--- config.mk ---
export PLATFORM = sky130hd
export DESIGN_NAME = pdc_top
export DESIGN_NICKNAME = d
export VERILOG_FILES = /design/src/pdc_pkg.sv /design/src/pdc_div.sv /design/src/pdc_top.sv
export VERILOG_INCLUDE_DIRS = /design/src
export SDC_FILE = /design/constraint.sdc
export NUM_CORES = 1
export LEC_CHECK = 0
export BUFFER_PORTS_ARGS = -buffer_cell sky130_fd_sc_hd__buf_2
export CORE_MARGIN = 1
export CORE_UTILIZATION = 60
export CTS_BUF_LIST = sky130_fd_sc_hd__clkbuf_4 sky130_fd_sc_hd__clkbuf_8
export DETAILED_ROUTE_END_ITERATION = 16
export PLACE_DENSITY_LB_ADDON = 0.15
export SLEW_MARGIN = 5
export SYNTH_ARGS = -nofsm -noshare
export SYNTH_HDL_FRONTEND = slang
export SYNTH_HIERARCHICAL = 1
export SYNTH_SLANG_ARGS = --single-unit
--- constraint.sdc ---
create_clock -name REF_CLK_I -period 5.6 [get_ports REF_CLK_I]
set_input_delay 0.28 -clock REF_CLK_I [delete_from_list [all_inputs] [get_ports REF_CLK_I]]
set_output_delay 0.28 -clock REF_CLK_I [all_outputs]
set_load 0.01 [all_outputs]
--- src/pdc_consts.svh ---
// constants for the pixel clock divider core: control word field positions,
// widths and power-up values; included by bare name from the divider and top-level design files
`ifndef PDC_CONSTS_SVH
`define PDC_CONSTS_SVH

`define PDC_WORD_W 47
`define PDC_LOW_W 13
`define PDC_LOW_RST 13'h1000
`define PDC_SWING_BIT 0
`define PDC_REFSEL_BIT 1
`define PDC_FILT_LSB 2
`define PDC_FILT_W 2
`define PDC_LDIS_BIT 4
`define PDC_PDIS_BIT 5
`define PDC_DDIS_BIT 6
`define PDC_CPI_BIT 7
`define PDC_POL_BIT 8
`define PDC_CPDIS_BIT 9
`define PDC_VDIS_BIT 10
`define PDC_XVCO_BIT 11
`define PDC_VRST_BIT 12
`define PDC_MUX_LSB 13
`define PDC_MUX_W 2
`define PDC_P_LSB 15
`define PDC_P_W 4
`define PDC_P_RST 4'h3
`define PDC_L_LSB 19
`define PDC_L_W 4
`define PDC_L_RST 4'h3
`define PDC_R_LSB 23
`define PDC_R_W 10
`define PDC_R_RST 10'h014
`define PDC_N_LSB 33
`define PDC_N_W 14
`define PDC_N_RST 14'h0078
`define PDC_PL_MOD_W 5
`define PDC_PL_MOD_RST 5'h04
`define PDC_SYNC_W 8
`define PDC_SYNC_RST 8'h01
`define PDC_MUX_RST 2'h0
`define PDC_WORD_RST {`PDC_N_RST, `PDC_R_RST, `PDC_L_RST, `PDC_P_RST, `PDC_MUX_RST, `PDC_LOW_RST}

`endif

--- src/pdc_pkg.sv ---
// types shared by the pixel clock divider core
// assumes pdc_consts.svh supplies the numeric constants
package pdc_pkg;
	typedef enum logic [1:0] {
		PDC_MUX_XTAL = 2'b00,
		PDC_MUX_PLL = 2'b01,
		PDC_MUX_EXT = 2'b10,
		PDC_MUX_XVCO = 2'b11
	} pdc_mux_type;

	typedef enum logic [1:0] {
		PDC_PUMP_OFF = 2'b00,
		PDC_PUMP_UP = 2'b01,
		PDC_PUMP_DN = 2'b10
	} pdc_pump_type;
endpackage

--- src/pdc_div.sv ---
// programmable divider counting source-edge enable pulses
// assumes tick_i is a one-cycle pulse per rising edge of the source level src_i
`timescale 1ns/100ps
`include "pdc_consts.svh"
module pdc_div #(
	parameter int W = 4,
	parameter logic [W-1:0] RST_MOD = '0
) (
	input wire logic clk_i,
	input wire logic rst_n_i,
	input wire logic tick_i,
	input wire logic src_i,
	input wire logic run_i,
	input wire logic high_first_i,
	input wire logic [W-1:0] modulus_i,
	output logic div_o,
	output logic term_o
);
	logic [W-1:0] mod_act;
	logic [W-1:0] count;
	logic [W-1:0] next_count;
	logic at_end;
	logic [W-1:0] next_mod;

	// length of the high phase: odd moduli give the extra count to one phase
	function automatic logic [W-1:0] high_len(input logic [W-1:0] m, input logic hf);
		logic [W:0] s;
		s = hf ? ({1'b0, m} + {{W{1'b0}}, 1'b1}) : {1'b0, m};
		high_len = s[W:1];
	endfunction

	// terminal count and the modulus used by the next period
	always_comb
	begin
		at_end = (count >= mod_act - {{(W-1){1'b0}}, 1'b1});
		next_mod = at_end ? modulus_i : mod_act;
		next_count = at_end ? '0 : count + {{(W-1){1'b0}}, 1'b1};
	end

	// new modulus is only taken at terminal count, so no runt pulse
	always_ff @(posedge clk_i or negedge rst_n_i)
	begin
		if (!rst_n_i)
		begin
			count <= '0;
			mod_act <= RST_MOD;
		end
		else if (run_i && tick_i)
		begin
			count <= next_count;
			mod_act <= next_mod;
		end
	end

	// output level and terminal pulse; modulus one follows the source
	always_ff @(posedge clk_i or negedge rst_n_i)
	begin
		if (!rst_n_i)
		begin
			div_o <= 1'b0;
			term_o <= 1'b0;
		end
		else
		begin
			term_o <= run_i && tick_i && at_end;
			if (!run_i)
				div_o <= 1'b0;
			else if (mod_act <= {{(W-1){1'b0}}, 1'b1})
				div_o <= src_i;
			else if (tick_i)
				div_o <= next_count < high_len(next_mod, high_first_i);
		end
	end
endmodule

--- src/pdc_top.sv ---
// pixel clock divider core: serial control word, shadow copy, R/N/P/L dividers,
// phase comparator and output clock multiplexer
// assumes all pins are asynchronous to REF_CLK_I and far slower than it
// What this block does
// - holds a 47-bit volatile control word in a shift register mirrored by shadow
// - whole shift register copies into shadow in one clock cycle
// - enable and direction are sampled on falling strobe edge
// - serial bits shift on rising strobe edge
// - write: last bit with enable high shifts in then copies to shadow
// - read with enable high on first bit reloads shift register from shadow
// - reads never change shadow, parameters or output clocks
// - read bits valid after strobe falls, advance on each rising edge
// - first bit written is first bit read; partial reads allowed
// - multi-bit fields travel least significant bit first
// - bit 1 selects large swing when high; resets low
// - reference divider divides by binary value of bits 24 to 33
// - feedback divider divides oscillator clock by 2 to 16383
// - post divider modulus 1 to 16 from bits 16 to 19
// - pixel clock square for 1 or even; odd has shorter low phase
// - load divider modulus 1 to 16 from bits 20 to 23
// - load clock square for 1 or even; odd has shorter high phase
// - load divider counts the internal multiplexer output
// - a control bit stops the load clock regardless of the gate input
// - phase comparator pumps up, pumps down, or stays off
// - comparator inputs are feedback and reference divider outputs
// - after reset both pixel outputs carry the crystal divided by two
// - bits 14,15 select crystal half, PLL, external, external oscillator
// - post and load fields hold modulus minus one
// - bit 5 high holds load clock low and stops its counter
// - reset values: feedback 120, reference 20, post and load 4, oscillator reset high
`timescale 1ns/100ps
`include "pdc_consts.svh"
module pdc_top (
	input wire logic REF_CLK_I,
	input wire logic RST_N_I,
	input wire logic SERIAL_STROBE_I,
	input wire logic TRANSFER_ENABLE_I,
	input wire logic DIRECTION_SELECT_I,
	input wire logic SERIAL_DATA_I,
	input wire logic REFERENCE_OSCILLATOR_INPUT_I,
	input wire logic EXTERNAL_CLOCK_INPUT_I,
	input wire logic VCO_CLOCK_I,
	input wire logic LOAD_CLOCK_GATE_INPUT_I,
	output logic SERIAL_DATA_O,
	output logic SERIAL_DATA_OE_O,
	output logic PCLK_O,
	output logic PCLK_N_O,
	output logic CMOS_PCLK_O,
	output logic LOAD_CLOCK_OUT_O,
	output logic LARGE_SWING_O,
	output logic PUMP_UP_O,
	output logic PUMP_DN_O,
	output logic PUMP_CLAMP_O,
	output logic EXTERNAL_OSCILLATOR_PATH_ON_O
);
	logic [`PDC_SYNC_W-1:0] sync1;
	logic [`PDC_SYNC_W-1:0] sync2;
	logic [`PDC_SYNC_W-1:0] prev;
	logic [`PDC_WORD_W-1:0] shift_reg;
	logic [`PDC_WORD_W-1:0] shadow;
	logic lat_en;
	logic lat_read;
	logic strobe_fall;
	logic strobe_rise;
	logic xtal_half;
	logic vco_level;
	logic vco_tick;
	logic ref_tick;
	logic mux_level;
	logic mux_prev;
	logic mux_tick;
	logic ref_term;
	logic fb_term;
	logic post_div;
	logic load_div;
	logic ld_gate;
	logic [`PDC_PL_MOD_W-1:0] post_mod;
	logic [`PDC_PL_MOD_W-1:0] load_mod;
	pdc_pkg::pdc_mux_type mux_sel;
	pdc_pkg::pdc_pump_type pump;
	pdc_pkg::pdc_pump_type next_pump;

	// pins: strobe, enable, direction, data, reference, external, vco, gate
	always_ff @(posedge REF_CLK_I or negedge RST_N_I)
	begin
		if (!RST_N_I)
		begin
			sync1 <= `PDC_SYNC_RST; // strobe idles high, no false edge after reset
			sync2 <= `PDC_SYNC_RST;
			prev <= `PDC_SYNC_RST;
		end
		else
		begin
			sync1 <= {LOAD_CLOCK_GATE_INPUT_I, VCO_CLOCK_I, EXTERNAL_CLOCK_INPUT_I,
				REFERENCE_OSCILLATOR_INPUT_I, SERIAL_DATA_I, DIRECTION_SELECT_I,
				TRANSFER_ENABLE_I, SERIAL_STROBE_I};
			sync2 <= sync1;
			prev <= sync2;
		end
	end

	// strobe and clock edges seen after the synchroniser
	assign strobe_fall = prev[0] && !sync2[0];
	assign strobe_rise = !prev[0] && sync2[0];
	assign ref_tick = !prev[4] && sync2[4];
	assign vco_level = (shadow[`PDC_XVCO_BIT] && mux_sel == pdc_pkg::PDC_MUX_XVCO) ?
		sync2[5] : sync2[6];
	assign vco_tick = (shadow[`PDC_XVCO_BIT] && mux_sel == pdc_pkg::PDC_MUX_XVCO) ?
		(!prev[5] && sync2[5]) : (!prev[6] && sync2[6]);

	// enable and direction latched on the falling strobe
	always_ff @(posedge REF_CLK_I or negedge RST_N_I)
	begin
		if (!RST_N_I)
		begin
			lat_en <= 1'b0;
			lat_read <= 1'b0;
		end
		else if (strobe_fall)
		begin
			lat_en <= sync2[1];
			lat_read <= sync2[2];
		end
	end

	// serial shift register: right shift, first bit ends in bit 0
	always_ff @(posedge REF_CLK_I or negedge RST_N_I)
	begin
		if (!RST_N_I)
			shift_reg <= `PDC_WORD_RST;
		else if (strobe_fall && sync2[2] && sync2[1])
			shift_reg <= shadow;
		else if (strobe_rise)
			shift_reg <= {sync2[3], shift_reg[`PDC_WORD_W-1:1]};
	end

	// shadow copied in one cycle only at the end of a write
	always_ff @(posedge REF_CLK_I or negedge RST_N_I)
	begin
		if (!RST_N_I)
			shadow <= `PDC_WORD_RST;
		else if (strobe_rise && lat_en && !lat_read)
			shadow <= {sync2[`PDC_SYNC_W-5], shift_reg[`PDC_WORD_W-1:1]};
	end

	// read data: bit 0 driven while a read is selected
	always_ff @(posedge REF_CLK_I or negedge RST_N_I)
	begin
		if (!RST_N_I)
		begin
			SERIAL_DATA_O <= 1'b0;
			SERIAL_DATA_OE_O <= 1'b0;
		end
		else
		begin
			SERIAL_DATA_OE_O <= lat_read;
			SERIAL_DATA_O <= shift_reg[0];
		end
	end

	// field decode: post and load fields carry modulus minus one
	always_comb
	begin
		mux_sel = pdc_pkg::pdc_mux_type'(shadow[`PDC_MUX_LSB +: `PDC_MUX_W]);
		post_mod = {1'b0, shadow[`PDC_P_LSB +: `PDC_P_W]} + `PDC_PL_MOD_W'(1);
		load_mod = {1'b0, shadow[`PDC_L_LSB +: `PDC_L_W]} + `PDC_PL_MOD_W'(1);
	end

	// crystal divided by two
	always_ff @(posedge REF_CLK_I or negedge RST_N_I)
	begin
		if (!RST_N_I)
			xtal_half <= 1'b0;
		else if (ref_tick)
			xtal_half <= !xtal_half;
	end

	// reference divider
	pdc_div #(.W(`PDC_R_W), .RST_MOD(`PDC_R_RST)) u_ref (
		.clk_i(REF_CLK_I),
		.rst_n_i(RST_N_I),
		.tick_i(ref_tick),
		.src_i(sync2[4]),
		.run_i(1'b1),
		.high_first_i(1'b1),
		.modulus_i(shadow[`PDC_R_LSB +: `PDC_R_W]),
		.div_o(),
		.term_o(ref_term)
	);

	// feedback divider on the oscillator clock
	pdc_div #(.W(`PDC_N_W), .RST_MOD(`PDC_N_RST)) u_fb (
		.clk_i(REF_CLK_I),
		.rst_n_i(RST_N_I),
		.tick_i(vco_tick),
		.src_i(vco_level),
		.run_i(1'b1),
		.high_first_i(1'b1),
		.modulus_i(shadow[`PDC_N_LSB +: `PDC_N_W]),
		.div_o(),
		.term_o(fb_term)
	);

	// post divider: odd moduli high one count longer
	pdc_div #(.W(`PDC_PL_MOD_W), .RST_MOD(`PDC_PL_MOD_RST)) u_post (
		.clk_i(REF_CLK_I),
		.rst_n_i(RST_N_I),
		.tick_i(vco_tick),
		.src_i(vco_level),
		.run_i(1'b1),
		.high_first_i(1'b1),
		.modulus_i(post_mod),
		.div_o(post_div),
		.term_o()
	);

	// output clock multiplexer
	always_comb
	begin
		case (mux_sel)
			pdc_pkg::PDC_MUX_XTAL: mux_level = xtal_half;
			pdc_pkg::PDC_MUX_PLL: mux_level = post_div;
			pdc_pkg::PDC_MUX_EXT: mux_level = sync2[5];
			pdc_pkg::PDC_MUX_XVCO: mux_level = post_div;
			default: mux_level = xtal_half;
		endcase
	end

	// edge of the multiplexer output feeds the load divider
	always_ff @(posedge REF_CLK_I or negedge RST_N_I)
	begin
		if (!RST_N_I)
			mux_prev <= 1'b0;
		else
			mux_prev <= mux_level;
	end
	assign mux_tick = mux_level && !mux_prev;

	// load divider: odd moduli low one count longer, stopped by bit 5
	pdc_div #(.W(`PDC_PL_MOD_W), .RST_MOD(`PDC_PL_MOD_RST)) u_load (
		.clk_i(REF_CLK_I),
		.rst_n_i(RST_N_I),
		.tick_i(mux_tick),
		.src_i(mux_level),
		.run_i(!shadow[`PDC_LDIS_BIT]),
		.high_first_i(1'b0),
		.modulus_i(load_mod),
		.div_o(load_div),
		.term_o()
	);

	// phase comparator state
	always_comb
	begin
		case (pump)
			pdc_pkg::PDC_PUMP_OFF:
				if (ref_term && !fb_term)
					next_pump = pdc_pkg::PDC_PUMP_UP;
				else if (fb_term && !ref_term)
					next_pump = pdc_pkg::PDC_PUMP_DN;
				else
					next_pump = pdc_pkg::PDC_PUMP_OFF;
			pdc_pkg::PDC_PUMP_UP:
				next_pump = fb_term ? pdc_pkg::PDC_PUMP_OFF : pdc_pkg::PDC_PUMP_UP;
			pdc_pkg::PDC_PUMP_DN:
				next_pump = ref_term ? pdc_pkg::PDC_PUMP_OFF : pdc_pkg::PDC_PUMP_DN;
			default: next_pump = pdc_pkg::PDC_PUMP_OFF;
		endcase
	end

	always_ff @(posedge REF_CLK_I or negedge RST_N_I)
	begin
		if (!RST_N_I)
			pump <= pdc_pkg::PDC_PUMP_OFF;
		else
			pump <= next_pump;
	end

	// pump outputs with polarity, disable and clamp
	always_ff @(posedge REF_CLK_I or negedge RST_N_I)
	begin
		if (!RST_N_I)
		begin
			PUMP_UP_O <= 1'b0;
			PUMP_DN_O <= 1'b0;
			PUMP_CLAMP_O <= 1'b1;
		end
		else
		begin
			PUMP_CLAMP_O <= shadow[`PDC_VRST_BIT];
			if (shadow[`PDC_CPDIS_BIT] || shadow[`PDC_VRST_BIT])
			begin
				PUMP_UP_O <= 1'b0;
				PUMP_DN_O <= 1'b0;
			end
			else
			begin
				PUMP_UP_O <= (pump == pdc_pkg::PDC_PUMP_UP) ^ shadow[`PDC_POL_BIT] &&
					pump != pdc_pkg::PDC_PUMP_OFF;
				PUMP_DN_O <= (pump == pdc_pkg::PDC_PUMP_DN) ^ shadow[`PDC_POL_BIT] &&
					pump != pdc_pkg::PDC_PUMP_OFF;
			end
		end
	end

	// output clocks and static controls
	always_ff @(posedge REF_CLK_I or negedge RST_N_I)
	begin
		if (!RST_N_I)
		begin
			PCLK_O <= 1'b0;
			PCLK_N_O <= 1'b0;
			CMOS_PCLK_O <= 1'b0;
			LOAD_CLOCK_OUT_O <= 1'b0;
			LARGE_SWING_O <= 1'b0;
			EXTERNAL_OSCILLATOR_PATH_ON_O <= 1'b0;
			ld_gate <= 1'b0;
		end
		else
		begin
			PCLK_O <= mux_level && !shadow[`PDC_DDIS_BIT];
			PCLK_N_O <= !mux_level && !shadow[`PDC_DDIS_BIT];
			CMOS_PCLK_O <= mux_level && !shadow[`PDC_PDIS_BIT];
			LARGE_SWING_O <= shadow[`PDC_SWING_BIT];
			EXTERNAL_OSCILLATOR_PATH_ON_O <= shadow[`PDC_XVCO_BIT];
			ld_gate <= sync2[7];
			if (shadow[`PDC_LDIS_BIT])
				LOAD_CLOCK_OUT_O <= 1'b0;
			else if (ld_gate)
				LOAD_CLOCK_OUT_O <= load_div;
		end
	end

	chk_write_copy: assert property (@(posedge REF_CLK_I) disable iff (!RST_N_I)
		strobe_rise && lat_en && !lat_read |=>
		shadow == {$past(sync2[3]), $past(shift_reg[`PDC_WORD_W-1:1])})
		else $error("shadow not loaded from shift register");
	chk_read_keep: assert property (@(posedge REF_CLK_I) disable iff (!RST_N_I)
		lat_read |=> $stable(shadow))
		else $error("read changed shadow");
	chk_read_load: assert property (@(posedge REF_CLK_I) disable iff (!RST_N_I)
		strobe_fall && sync2[2] && sync2[1] |=> shift_reg == $past(shadow))
		else $error("read transfer missed");
	chk_strobe_sample: assert property (@(posedge REF_CLK_I) disable iff (!RST_N_I)
		strobe_fall |=> lat_read == $past(sync2[2]) && lat_en == $past(sync2[1]))
		else $error("enable or direction not sampled");
	chk_data_follow: assert property (@(posedge REF_CLK_I) disable iff (!RST_N_I)
		strobe_fall && sync2[2] && sync2[1] |=> ##1 SERIAL_DATA_O == $past(shadow[0], 2))
		else $error("first read bit not from shadow");
	chk_load_stop: assert property (@(posedge REF_CLK_I) disable iff (!RST_N_I)
		shadow[`PDC_LDIS_BIT] |=> !LOAD_CLOCK_OUT_O)
		else $error("load clock not held low");
	chk_swing_bit: assert property (@(posedge REF_CLK_I) disable iff (!RST_N_I)
		$changed(shadow[`PDC_SWING_BIT]) |=> LARGE_SWING_O == $past(shadow[`PDC_SWING_BIT]))
		else $error("swing output wrong");
	chk_pump_off: assert property (@(posedge REF_CLK_I) disable iff (!RST_N_I)
		shadow[`PDC_VRST_BIT] |=> !PUMP_UP_O && !PUMP_DN_O)
		else $error("pump active while clamped");
	chk_pump_excl: assert property (@(posedge REF_CLK_I) disable iff (!RST_N_I)
		!(PUMP_UP_O && PUMP_DN_O))
		else $error("pump up and down together");
	cov_write: cover property (@(posedge REF_CLK_I) disable iff (!RST_N_I)
		strobe_rise && lat_en && !lat_read);
	cov_read_xfer: cover property (@(posedge REF_CLK_I) disable iff (!RST_N_I)
		strobe_fall && sync2[2] && sync2[1]);
	cov_pll_sel: cover property (@(posedge REF_CLK_I) disable iff (!RST_N_I)
		mux_sel == pdc_pkg::PDC_MUX_PLL && PUMP_UP_O);
endmodule

* Word-level counts from Yosys, hierarchy flattened *
Index checks and enable logic that the tools add are counted.

operators by class
  $add $sub $neg = 11
  multiplexer cells = 25
  eq/ne operators = 5
  bitwise logic cells = 2
  reduce and logical (&&, ||, !) cells = 47
  order comparisons = 8

operator list
  operator                 number
  $mux W47                 2
  $logic_and A1 B1 Y1      21
  $mux W5                  4
  $add A14 B1 Y14 const B  1
  $ge A14 B14 Y1           1
  $logic_not A1 Y1         14
  $mux W14                 1
  $sub A14 B1 Y14 const B  1
  $mux W1                  12
  $add A10 B1 Y10 const B  1
  $add A4 B1 Y5 const B    2
  $add A5 B1 Y5 const B    2
  $ge A10 B10 Y1           1
  $ge A5 B5 Y1             2
  $le A5 B1 Y1 const B     2
  $mux W10                 1
  $sub A10 B1 Y10 const B  1
  $sub A5 B1 Y5 const B    2
  $reduce_bool A2 Y1       4
  $add A5 B1 Y6 const B    1
  $eq A2 B2 Y1 const B     3
  $mux W2                  3
  $pmux W2 S3              1
  $reduce_and A2 Y1        3
  9 further kinds          12

storage, ports and cells
  output and inout port bits = 11
  register bits after elaboration = 207
  input port bits = 10
  word-level logic and storage cells = 133

* Depth between registers and ports, before layout *
Gate-level depths: netlist (run 1).

  word-level depth = 7
  mapped depth = 20
  mapped depth without buffers = 19

* Hierarchy *
Netlist (run 1), hierarchy kept.

modules (own cells, without submodules)
  module                 area each (um2)  instances  sequential area each (um2)  cells each
  pdc_top                5197.5           1          3335.7                      387
  pdc_div at u_fb        3022.9           1          755.7                       357
  pdc_div at u_load ...  1143.6           2          301.5                       128
  pdc_div at u_ref       2165.8           1          553.0                       258

* Worst setup path after synthesis (run 1) *
OpenSTA, ideal clock, no wires.

  path type = flip-flop to flip-flop
  start point = register u_fb.mod_act[2]
  end point = register, netlist name u_fb/div_o
  setup slack = 409 ps
  data required time = 5513 ps
  arrival time = 5104 ps
  setup time = 87 ps
  clock period less this slack = 5191 ps
  stages on the path, launching flop included = 29
  path buffers = 3
  path through = dfrtp_1 buf_6 or4_4 nor3_4 nand2_1 nor4_1 xnor2_1 ha_1 nand4_1 nor2_1 o311ai_1 buf_2 nand2_1 clkbuf_1 nand2_1 o21ai_0 ha_1 nand2_1 nor2_1 nand3_1 xnor2_1 mux2i_1 ha_1 a21oi_1 nor2b_1 o21ai_0 nor4bb_1 o311ai_0 a211oi_2

RTL lines
  item                    line           text
  from (decl)             pdc_div.sv:19  logic [W-1:0] mod_act;
  from (signal assigned)  pdc_div.sv:51  mod_act <= next_mod;

* Worst setup path in the final report (run 1) *
  start point = register u_fb.mod_act[2]
  end point = register u_fb.count[6]

on the way
  word-level cells in the longest chain between the ends = 3

RTL lines
  item                  line           text
  $sub A14 B1 Y14       pdc_div.sv:35  at_end = (count >= mod_act - {{(W-1){1'b0}}, 1'b1});
  $ge A14 B14 Y1        pdc_div.sv:35
  $mux W14              pdc_div.sv:37  next_count = at_end ? '0 : count + {{(W-1){1'b0}}, 1'b1};
  to (signal assigned)  pdc_div.sv:50  count <= next_count;
  to (decl)             pdc_div.sv:20  logic [W-1:0] count;

Every way passes these cells.
A chain may end at the register's enable or synchronous reset.

==> qor.tcl, run 1 <==
set qor(run_status) {finished clean}
set qor(crit_chain) {or4_4, nor3_4, nand2_1, nor4_1, xnor2_1, ha_1, nand4_1, o221ai_1, a21oi_1, nand2_1, nor2_1, a22o_1}
set qor(antenna_violating_nets_post_route) 0
set qor(path_clk_slew_ns) 0.06
set qor(wl_per_cell_um) 15.5
set qor(cp_common_cell) {sky130_fd_sc_hd__nand2_1}
set qor(worst_hold_path_type) {primary input to asynchronous set/reset pin}
set qor(final.setup_skew_ns) 0.0135
set qor(postPlaceCellArea_mm2) 0.0108
set qor(port-buffer-count) 20
set qor(period_needed_ns) 4.11
set qor(tightestPinTransition_ns) 1.19
set qor(final-seq-area_mm2) 0.00515
set qor(area_delta_synth_final_pct) 8.99
set qor(critPathSlowestCell) {sky130_fd_sc_hd__nor2_1}
set qor(post-dp-hpwl_um) 13100
set qor(clock_insertion_delay_at_the_later_pin_of_the_skew_report_ns) 0.52
set qor(synthesis.yosys.warnings) 6
set qor(fill_cells) 1361
set qor(place.gp.congestion) 0.875
set qor(hold_viol) 0
set qor(fin_nets) 1066
set qor(clk_root_buffer_cell) {sky130_fd_sc_hd__clkbuf_8}
set qor(finalMaxSlewViolations) 0
set qor(period_share_pct) 73.4
set qor(crit_buf_inv) 0
set qor(std_cell_rows) 48
set qor(clock_sinks) 204
set qor(diodes) 0
set qor(violation_count_after_the_first_detailed_routing_iteration) 339
set qor(setup.worst_path.start_class) {register}
set qor(power.combinational.fraction_pct) 41.0
set qor(design.die.area_mm2) 0.0183
set qor(multi_input_area_mm2) 0.00515
set qor(detail_route.drc_violations) 0
set qor(chipHeight_um) 135
set qor(fraction_of_final_layout_cells_sized_beyond_drive_strength_1_pct) 19.5
set qor(cts_made_buffers) 35
set qor(cp_data_required_time_ns) 6.05
set qor(end_kind) {register}
set qor(boundaryPins) 21
set qor(wl_um) 19400
set qor(powerDensity_mw_per_mm2) 589
set qor(power.switching_fraction_pct) 38.3
set qor(max_freq_mhz) 243
set qor(critical-path-top-delay-family) {simple AND/OR/NAND/NOR gates}
set qor(floorplan.die.width_um) 135
set qor(crit_type) {register to register}
set qor(arrival_ns) 4.56
set qor(cts_tree) {done}
set qor(design_area_mm2) 0.0116
set qor(setup_violations) 0
set qor(syn_avg_cell_area_um2) 10.9
set qor(hold_slack_ns) 0.332
set qor(cap_viol_max_count) 0
set qor(grt_antenna_before_repair) 0
set qor(syn_area_mm2) 0.0107
set qor(timing.max_slew.rel_slack_pct) 20.6
set qor(start_util_pct) 61.6
set qor(power.clock.fraction_pct) 19.9
set qor(first_global_vias) 6932
set qor(core_region_area_mm2) 0.0174
set qor(drt_pass1_iterations) 7
set qor(global_route.overflow_total) 0
set qor(crit_path_max_incr_delay_ns) 0.73
set qor(grt_util_all_layers_pct) 22.6
set qor(post_drt_via_cell_ratio) 5.74
set qor(syn-instance-count) 977
set qor(static_power_due_to_leakage_nw) 5.37
set qor(cellInternalPower_w) 0.00424
set qor(number_of_h_tree_levels) 2
set qor(rsz0062_at_grt) {false}
set qor(power_switching_w) 0.00263
set qor(cts-root-to-sink-buffers) 3
set qor(vdd_drop_max_mv) 0.431
set qor(wire_length_of_the_first_global_routing_pass_um) 33400
set qor(final.setup.tns_ns) 0
set qor(grt_start_max_net_pins) 81
set qor(vias) 7174
set qor(share_seq_of_total_power_pct) 39.1
set qor(critPathMaxFanout) 12
-- per-layer routing --
metal | track usage, % | routed length, um
met5 | 0 | 0
met4 | 8.61 | 456
met3 | 4.12 | 684
met2 | 35.6 | 9010
met1 | 31.1 | 9200
-- final cells by class --
cell class / count / share of cell area (%)
Multi-Input combinational cell: 698 / 44.3
Clock inverter: 4 / 0.172
Tap cell: 225 / 2.42
Sequential cell: 204 / 44.2
Clock buffer: 58 / 6.05
Inverter: 27 / 0.870
Timing Repair Buffer: 34 / 2.03
-- power by group through the flow --
| stage | sequential, W | clock (W) | combinational (W) |
|---|---|---|---|
| 2_1_floorplan | 0.00248 | 0 | 0.00243 |
| 3_3_place_gp | 0.00268 | 0 | 0.00272 |
| 3_5_place_dp | 0.00270 | 0 | 0.00282 |
| 5_1_grt | 0.00278 | 0.00147 | 0.00322 |
| 4_1_cts | 0.00268 | 0.00141 | 0.00283 |
| 6_report | 0.00268 | 0.00137 | 0.00281 |
-- cells in the final DEF (no fill, tap or decap), types with 15 or more instances in the layout --
cell type	count
sky130_fd_sc_hd__clkbuf_4	15
sky130_fd_sc_hd__mux2_2	48
sky130_fd_sc_hd__nor2_1	90
sky130_fd_sc_hd__nand4_1	18
sky130_fd_sc_hd__mux2_1	30
sky130_fd_sc_hd__mux2i_1	55
sky130_fd_sc_hd__dfrtp_1	170
sky130_fd_sc_hd__a21oi_1	69
sky130_fd_sc_hd__dfstp_2	34
sky130_fd_sc_hd__inv_1	27
sky130_fd_sc_hd__xnor2_1	25
sky130_fd_sc_hd__clkbuf_8	44
sky130_fd_sc_hd__nand2_1	49
sky130_fd_sc_hd__ha_1	56
sky130_fd_sc_hd__nor3_1	22
sky130_fd_sc_hd__a22o_1	17
sky130_fd_sc_hd__o21ai_0	34
sky130_fd_sc_hd__nand3_1	25
sky130_fd_sc_hd__buf_2	19
-- repair_timing --
item,in CTS,in global routing
setup endpoints to repair,0,0
hold buffers,9,0
buffers inserted,0,0
resized for setup,0,0
hold endpoints to repair,80,0
-- final timing paths --
kind / cells past startpoint / end / from / slack [ns]
worst min register to register: 0 / sync2[4] / sync1[4] / 0.35
min in group REF_CLK_I: 0 / sync2[4] / sync1[4] / 0.35
worst max-delay path: 12 / u_fb/count[6] / u_fb/mod_act[2] / 1.49
worst max register to register: 12 / u_fb/count[6] / u_fb/mod_act[2] / 1.49
worst min-delay path: 2 / u_post/count[0] / RST_N_I / 0.33
max in group asynchronous: 3 / sync2[1] / RST_N_I / 3.98
-- worst register-to-register path: stages, from the launching register on --
cell	delay, ns
sky130_fd_sc_hd__dfrtp_1	0.42
sky130_fd_sc_hd__or4_4	0.58
sky130_fd_sc_hd__nor3_4	0.16
sky130_fd_sc_hd__nand2_1	0.12
sky130_fd_sc_hd__nor4_1	0.25
sky130_fd_sc_hd__xnor2_1	0.16
sky130_fd_sc_hd__ha_1	0.26
sky130_fd_sc_hd__nand4_1	0.12
sky130_fd_sc_hd__o221ai_1	0.14
sky130_fd_sc_hd__a21oi_1	0.55
sky130_fd_sc_hd__nand2_1	0.31
sky130_fd_sc_hd__nor2_1	0.73
sky130_fd_sc_hd__a22o_1	0.26
-- through the flow --
stage	power (W)	worst slack, ns	utilization [%]	cells
6_report	0.00686	1.49	67.1	1250
5_1_grt	0.00747	1.04	67.1	1250
4_1_cts	0.00693	1.52	67.1	1250
3_5_place_dp	0.00552	1.54	62.4	1179
3_3_place_gp	0.00541	1.65	62.4	1179
2_1_floorplan	0.00491	1.95	-	984
Power figures use the tool's default switching activity.
==> run 2, diff against run 1 <==
==> constraint.sdc (replaced) <==
create_clock -name REF_CLK_I -period 3.6 [get_ports REF_CLK_I]
set_input_delay 0.18 -clock REF_CLK_I [delete_from_list [all_inputs] [get_ports REF_CLK_I]]
set_output_delay 0.18 -clock REF_CLK_I [all_outputs]
set_load 0.01 [all_outputs]
==> qor.tcl, run 2 (synthesis results as in run 1) <==
set qor(area_delta_synth_final_pct) 11.5
set qor(chipHeight_um) 135
set qor(grt_antenna_before_repair) 0
set qor(cts_tree) {done}
set qor(timing.max_slew.rel_slack_pct) 39.5
set qor(vias) 7171
set qor(worst_hold_path_type) {primary input to asynchronous set/reset pin}
set qor(number_of_h_tree_levels) 2
set qor(arrival_ns) 3.79
set qor(static_power_due_to_leakage_nw) 5.48
set qor(violation_count_after_the_first_detailed_routing_iteration) 322
set qor(fin_nets) 1082
set qor(design_area_mm2) 0.0119
set qor(clk_root_buffer_cell) {sky130_fd_sc_hd__clkbuf_8}
set qor(worst_slack_ns) 0.201
set qor(place.gp.congestion) 0.880
set qor(final-instance-count-excl-fill) 1267
set qor(std_cell_rows) 48
set qor(multi_input_area_mm2) 0.00520
set qor(postLayoutCoreUtil_pct) 68.6
set qor(fill_cells) 1305
set qor(antenna_violating_nets_post_route) 0
set qor(postPlaceCellArea_mm2) 0.0109
set qor(post_drt_via_cell_ratio) 5.66
set qor(cp_data_required_time_ns) 3.99
set qor(core_region_area_mm2) 0.0174
set qor(first_global_vias) 6975
set qor(placement.setup.worst_slack_ns) 0.145
set qor(end_kind) {register}
set qor(wl_um) 19700
set qor(cap_viol_max_count) 0
set qor(setup_violations) 0
set qor(floorplan.die.width_um) 135
set qor(fraction_of_final_layout_cells_sized_beyond_drive_strength_1_pct) 21.9
set qor(vdd_drop_max_mv) 0.675
set qor(highest_count_cells_in_the_layout_ignoring_fill_and_taps) {sky130_fd_sc_hd__dfrtp_1, sky130_fd_sc_hd__nor2_1, sky130_fd_sc_hd__a21oi_1}
set qor(wire_length_of_the_first_global_routing_pass_um) 33000
set qor(drt_pass1_iterations) 6
set qor(start_util_pct) 61.6
set qor(cts-root-to-sink-buffers) 3
set qor(setup.worst_path.start_class) {register}
set qor(final.setup_skew_ns) 0.0130
set qor(hold_slack_ns) 0.287
set qor(grt_util_all_layers_pct) 22.3
set qor(period_needed_ns) 3.40
set qor(tightestPinTransition_ns) 0.907
set qor(dp.cells) 1191
set qor(run_status) {finished clean}
set qor(clock_sinks) 204
set qor(grt_start_max_net_pins) 95
set qor(max_freq_mhz) 294
set qor(final-seq-area_mm2) 0.00515
set qor(global_route.overflow_total) 0
set qor(crit_type) {register to register}
set qor(powerDensity_mw_per_mm2) 944
set qor(finalMaxSlewViolations) 0
set qor(clock_insertion_delay_at_the_later_pin_of_the_skew_report_ns) 0.51
set qor(path_clk_slew_ns) 0.06
set qor(cts_made_buffers) 35
set qor(boundaryPins) 21
set qor(layout.cells.most_common) {sky130_fd_sc_hd__dfrtp_1}
set qor(critPathMaxFanout) 6
set qor(detail_route.drc_violations) 0
set qor(hold_viol) 0
set qor(diodes) 0
set qor(wl_per_cell_um) 15.5
set qor(period_share_pct) 94.4
set qor(post-dp-hpwl_um) 12900
set qor(design.die.area_mm2) 0.0183
set qor(port-buffer-count) 20
run 2: changes by cell type in the layout (fill, tap and decap cells not counted), moves of 3 or more:
cell,delta
sky130_fd_sc_hd__o21ai_1,+3
sky130_fd_sc_hd__clkbuf_4,-6
sky130_fd_sc_hd__buf_4,+15
sky130_fd_sc_hd__bufinv_16,+3
sky130_fd_sc_hd__o21ai_0,-4
run 2: worst paths after layout:
check | start | end | slack [ns] | depth (start not counted)
worst max-delay path | u_post/mod_act[1] | u_post/div_o | 0.20 | 18
worst min-delay path | RST_N_I | u_post/mod_act[1] | 0.29 | 2
worst max register to register | u_post/mod_act[1] | u_post/div_o | 0.20 | 18
max in group asynchronous | RST_N_I | shadow[36] | 2.31 | 3
worst min register to register | sync1[2] | sync2[2] | 0.34 | 0
min in group REF_CLK_I | LOAD_CLOCK_GATE_INPUT_I | sync1[7] | 0.32 | 2
run 2: report_power, final:
group | internal (W) | leakage, nW | total [W] | switching [W]
registers | 0.00331 | 2.42 | 0.00417 | 0.000865
logic | 0.00225 | 2.64 | 0.00471 | 0.00246
clock network | 0.00144 | 0.423 | 0.00236 | 0.000929
total | 0.00699 | 5.48 | 0.0112 | 0.00426
run 2: area by class of cell:
type,instances,share of cell area [%]
Sequential cell,204,43.2
Tap cell,225,2.36
Inverter,27,0.851
Clock buffer,54,5.77
Timing Repair Buffer,50,3.10
Multi-Input combinational cell,698,43.6
Clock inverter,9,1.05
run 2: critical path, cell delays in order (launching register included):
cell and delay (ns):
sky130_fd_sc_hd__dfrtp_2 0.44, sky130_fd_sc_hd__inv_2 0.11, sky130_fd_sc_hd__ha_4 0.14, sky130_fd_sc_hd__nand2_2 0.04, sky130_fd_sc_hd__xor2_1 0.14, sky130_fd_sc_hd__ha_1 0.34, sky130_fd_sc_hd__nand4_1 0.16, sky130_fd_sc_hd__o21ba_4 0.20
sky130_fd_sc_hd__nand2_2 0.08, sky130_fd_sc_hd__o21ai_1 0.14, sky130_fd_sc_hd__ha_2 0.22, sky130_fd_sc_hd__nand4_1 0.12, sky130_fd_sc_hd__xnor2_1 0.19, sky130_fd_sc_hd__mux2i_1 0.10, sky130_fd_sc_hd__ha_1 0.30, sky130_fd_sc_hd__nand4_1 0.11
sky130_fd_sc_hd__a211oi_2 0.17, sky130_fd_sc_hd__o31ai_1 0.10, sky130_fd_sc_hd__o21a_1 0.17
run 2: repair_timing:
item,CTS,global route
endpoints found under the setup margin,0,9
buffers inserted,0,4
endpoints found under the hold margin,77,0
resized for setup,0,16
hold buffers,9,0
run 2: per-stage QoR:
stage	setup TNS, ns	power, W
6_report	0	0.0112
2_1_floorplan	0	0.00765
3_5_place_dp	0	0.00874
4_1_cts	0	0.0112
3_3_place_gp	0	0.00858
5_1_grt	-0.0246	0.0121
run 2: routing by layer:
metal	global-route usage (%)	wire length, um	up-vias
li1	-	-	3552
met1	30.4	9450	3470
met2	36.1	9110	103
met3	3.67	604	46
met4	8.11	481	0
met5	0	0	-
==> run 3, diff against run 2 <==
--- a/config.mk
+++ b/config.mk
@@ -6,6 +6,7 @@
 export SDC_FILE = /design/constraint.sdc
 export NUM_CORES = 1
 export LEC_CHECK = 0
+export ABC_AREA = 1
 export BUFFER_PORTS_ARGS = -buffer_cell sky130_fd_sc_hd__buf_2
 export CORE_MARGIN = 1
 export CORE_UTILIZATION = 60
==> qor.tcl, run 3 <==
set qor(run_status) {finished clean}
set qor(wl_um) 22000
set qor(antenna_violating_nets_post_route) 0
set qor(crit_type) {register to register}
set qor(detail_route.drc_violations) 0
set qor(post_drt_via_cell_ratio) 5.16
set qor(violation_count_after_the_first_detailed_routing_iteration) 493
set qor(crit_path_max_incr_delay_ns) 0.39
set qor(critPathSlowestCell) {sky130_fd_sc_hd__dfrtp_1}
set qor(r2r_slack_ns) 0.31
set qor(crit_buf_inv) 3
set qor(port-buffer-count) 20
set qor(crit-reg2reg-capture) {u_post/div_o}
set qor(grt_util_all_layers_pct) 24.4
set qor(worst_hold_path_type) {primary input to register}
set qor(end_kind) {register}
set qor(vdd_drop_max_mv) 0.436
set qor(start_util_pct) 62.2
set qor(wire_length_of_the_first_global_routing_pass_um) 39200
set qor(final-instance-count-excl-fill) 1729
set qor(arrival_ns) 3.75
set qor(setup.worst_path.start_class) {register}
set qor(clock_insertion_delay_at_the_later_pin_of_the_skew_report_ns) 0.53
set qor(period_needed_ns) 3.29
set qor(path_clk_slew_ns) 0.06
set qor(dp.cells) 1654
set qor(area_delta_synth_final_pct) 10.0
set qor(cts_made_buffers) 36
set qor(design.die.area_mm2) 0.0194
set qor(period_share_pct) 91.4
set qor(hold_viol) 0
set qor(timing.max_slew.rel_slack_pct) 37.6
set qor(setup_violations) 0
set qor(whs_path_depth) 2
set qor(clk_root_buffer_cell) {sky130_fd_sc_hd__clkbuf_8}
set qor(cp_data_required_time_ns) 4.06
set qor(cts_tree) {done}
set qor(fraction_of_final_layout_cells_sized_beyond_drive_strength_1_pct) 12.7
set qor(hold_path_startpoint) {SERIAL_STROBE_I}
set qor(endpoint_with_the_worst_hold_slack) {sync1[0]}
set qor(cts-root-to-sink-buffers) 3
set qor(grt_antenna_before_repair) 0
set qor(powerDensity_mw_per_mm2) 657
set qor(fin_nets) 1538
set qor(vias) 8919
set qor(core_region_area_mm2) 0.0182
set qor(critical-path-top-delay-family) {simple AND/OR/NAND/NOR gates}
set qor(cp_common_cell) {sky130_fd_sc_hd__nand2_1}
set qor(floorplan.die.width_um) 139
set qor(grt_start_max_net_pins) 119
set qor(chipHeight_um) 139
set qor(post-dp-hpwl_um) 14400
set qor(clock_sinks) 204
set qor(global_route.overflow_total) 0
set qor(hold_slack_ns) 0.295
set qor(syn_area_mm2) 0.0113
set qor(syn-instance-count) 1439
set qor(place.gp.congestion) 0.863
set qor(postLayoutCoreUtil_pct) 68.4
set qor(wl_per_cell_um) 12.7
set qor(crit_chain) {inv_1, ha_1, nand2_1, xor2_1, inv_1, ha_1, nand2_1, inv_1, nand2_2, nand3_4, o21ai_2, ha_1, nand3_2, nor2_2, xnor2_1, ha_1, nand2_1, nor2_1, a211oi_1, nand2_1, nand2_1, nand2_1, nand2_1}
set qor(max_freq_mhz) 304
set qor(static_power_due_to_leakage_nw) 6.49
set qor(worst-r2r-cell-count) 23
set qor(cap_viol_max_count) 0
set qor(std_cell_rows) 49
set qor(tightestPinTransition_ns) 0.936
set qor(diodes) 0
set qor(drt_pass1_iterations) 5
set qor(crit-reg2reg-launch) {u_post/mod_act[0]}
set qor(syn_avg_cell_area_um2) 7.86
set qor(final.setup_skew_ns) 0.0137
set qor(layout.cells.most_common) {sky130_fd_sc_hd__nand2_1}
set qor(boundaryPins) 21
set qor(synthesis.yosys.warnings) 6
set qor(number_of_h_tree_levels) 2
set qor(highest_count_cells_in_the_layout_ignoring_fill_and_taps) {sky130_fd_sc_hd__nand2_1, sky130_fd_sc_hd__inv_1, sky130_fd_sc_hd__dfrtp_1}
set qor(finalMaxSlewViolations) 0
set qor(first_global_vias) 8450
set qor(critPathMaxFanout) 12
==> run 3: power breakdown <==
part / leakage (nW) / total (W) / internal (W) / switching [W]
combinational: 3.60 / 0.00241 / 0.000936 / 0.00147
sequential: 2.47 / 0.00348 / 0.00297 / 0.000509
clock: 0.418 / 0.00229 / 0.00135 / 0.000946
==> run 3: final cells by class <==
class                      instances  area (um^2)
clock buffer                      59          724
clock inverter                     7         65.1
fill                            1537         5760
inverter                         215          812
multi-input combinational        972         5090
sequential                       204         5150
tap                              229          287
timing repair buffer              43          329
==> run 3: metrics by stage <==
| stage | total power, W | TNS [ns] | area [um^2] | worst slack [ns] |
|---|---|---|---|---|
| floorplan | 0.00534 | 0 | 11400 | 0.514 |
| global placement | 0.00581 | 0 | 11600 | 0.403 |
| detailed placement | 0.00589 | 0 | 11600 | 0.208 |
| CTS | 0.00825 | 0 | 12400 | 0.183 |
| global route | 0.00885 | -0.00776 | 12500 | -0.00776 |
| finish | 0.00818 | 0 | 12500 | 0.310 |
==> run 3: what timing repair did <==
action | CTS | global route
setup buffers | 0 | 0
endpoints found under the setup margin | 0 | 16
resized for setup | 0 | 2
hold endpoints to repair | 98 | 0
hold buffers | 9 | 0
==> run 3: how the worst max path moves through the flow <==
stage / from / end / slack [ns] / depth (start not counted)
after floorplan: u_fb/mod_act[2] / u_fb/mod_act[10] / 0.51 / 19
after global placement: u_fb/mod_act[2] / u_fb/mod_act[11] / 0.40 / 19
after detailed placement: u_fb/mod_act[2] / u_fb/mod_act[11] / 0.21 / 19
after CTS: u_fb/mod_act[2] / u_fb/mod_act[11] / 0.18 / 19
after global routing: u_fb/mod_act[2] / u_fb/mod_act[11] / -0.008 / 19
final: u_post/mod_act[0] / u_post/div_o / 0.31 / 23
==> run 3: layer usage <==
layer / global-route usage, % / vias up / routed length [um]
met5: 0 / - / 0
met4: 7.84 / 0 / 374
met3: 4.03 / 36 / 855
met2: 38.7 / 144 / 10100
met1: 34.2 / 4150 / 10700
li1: - / 4589 / -
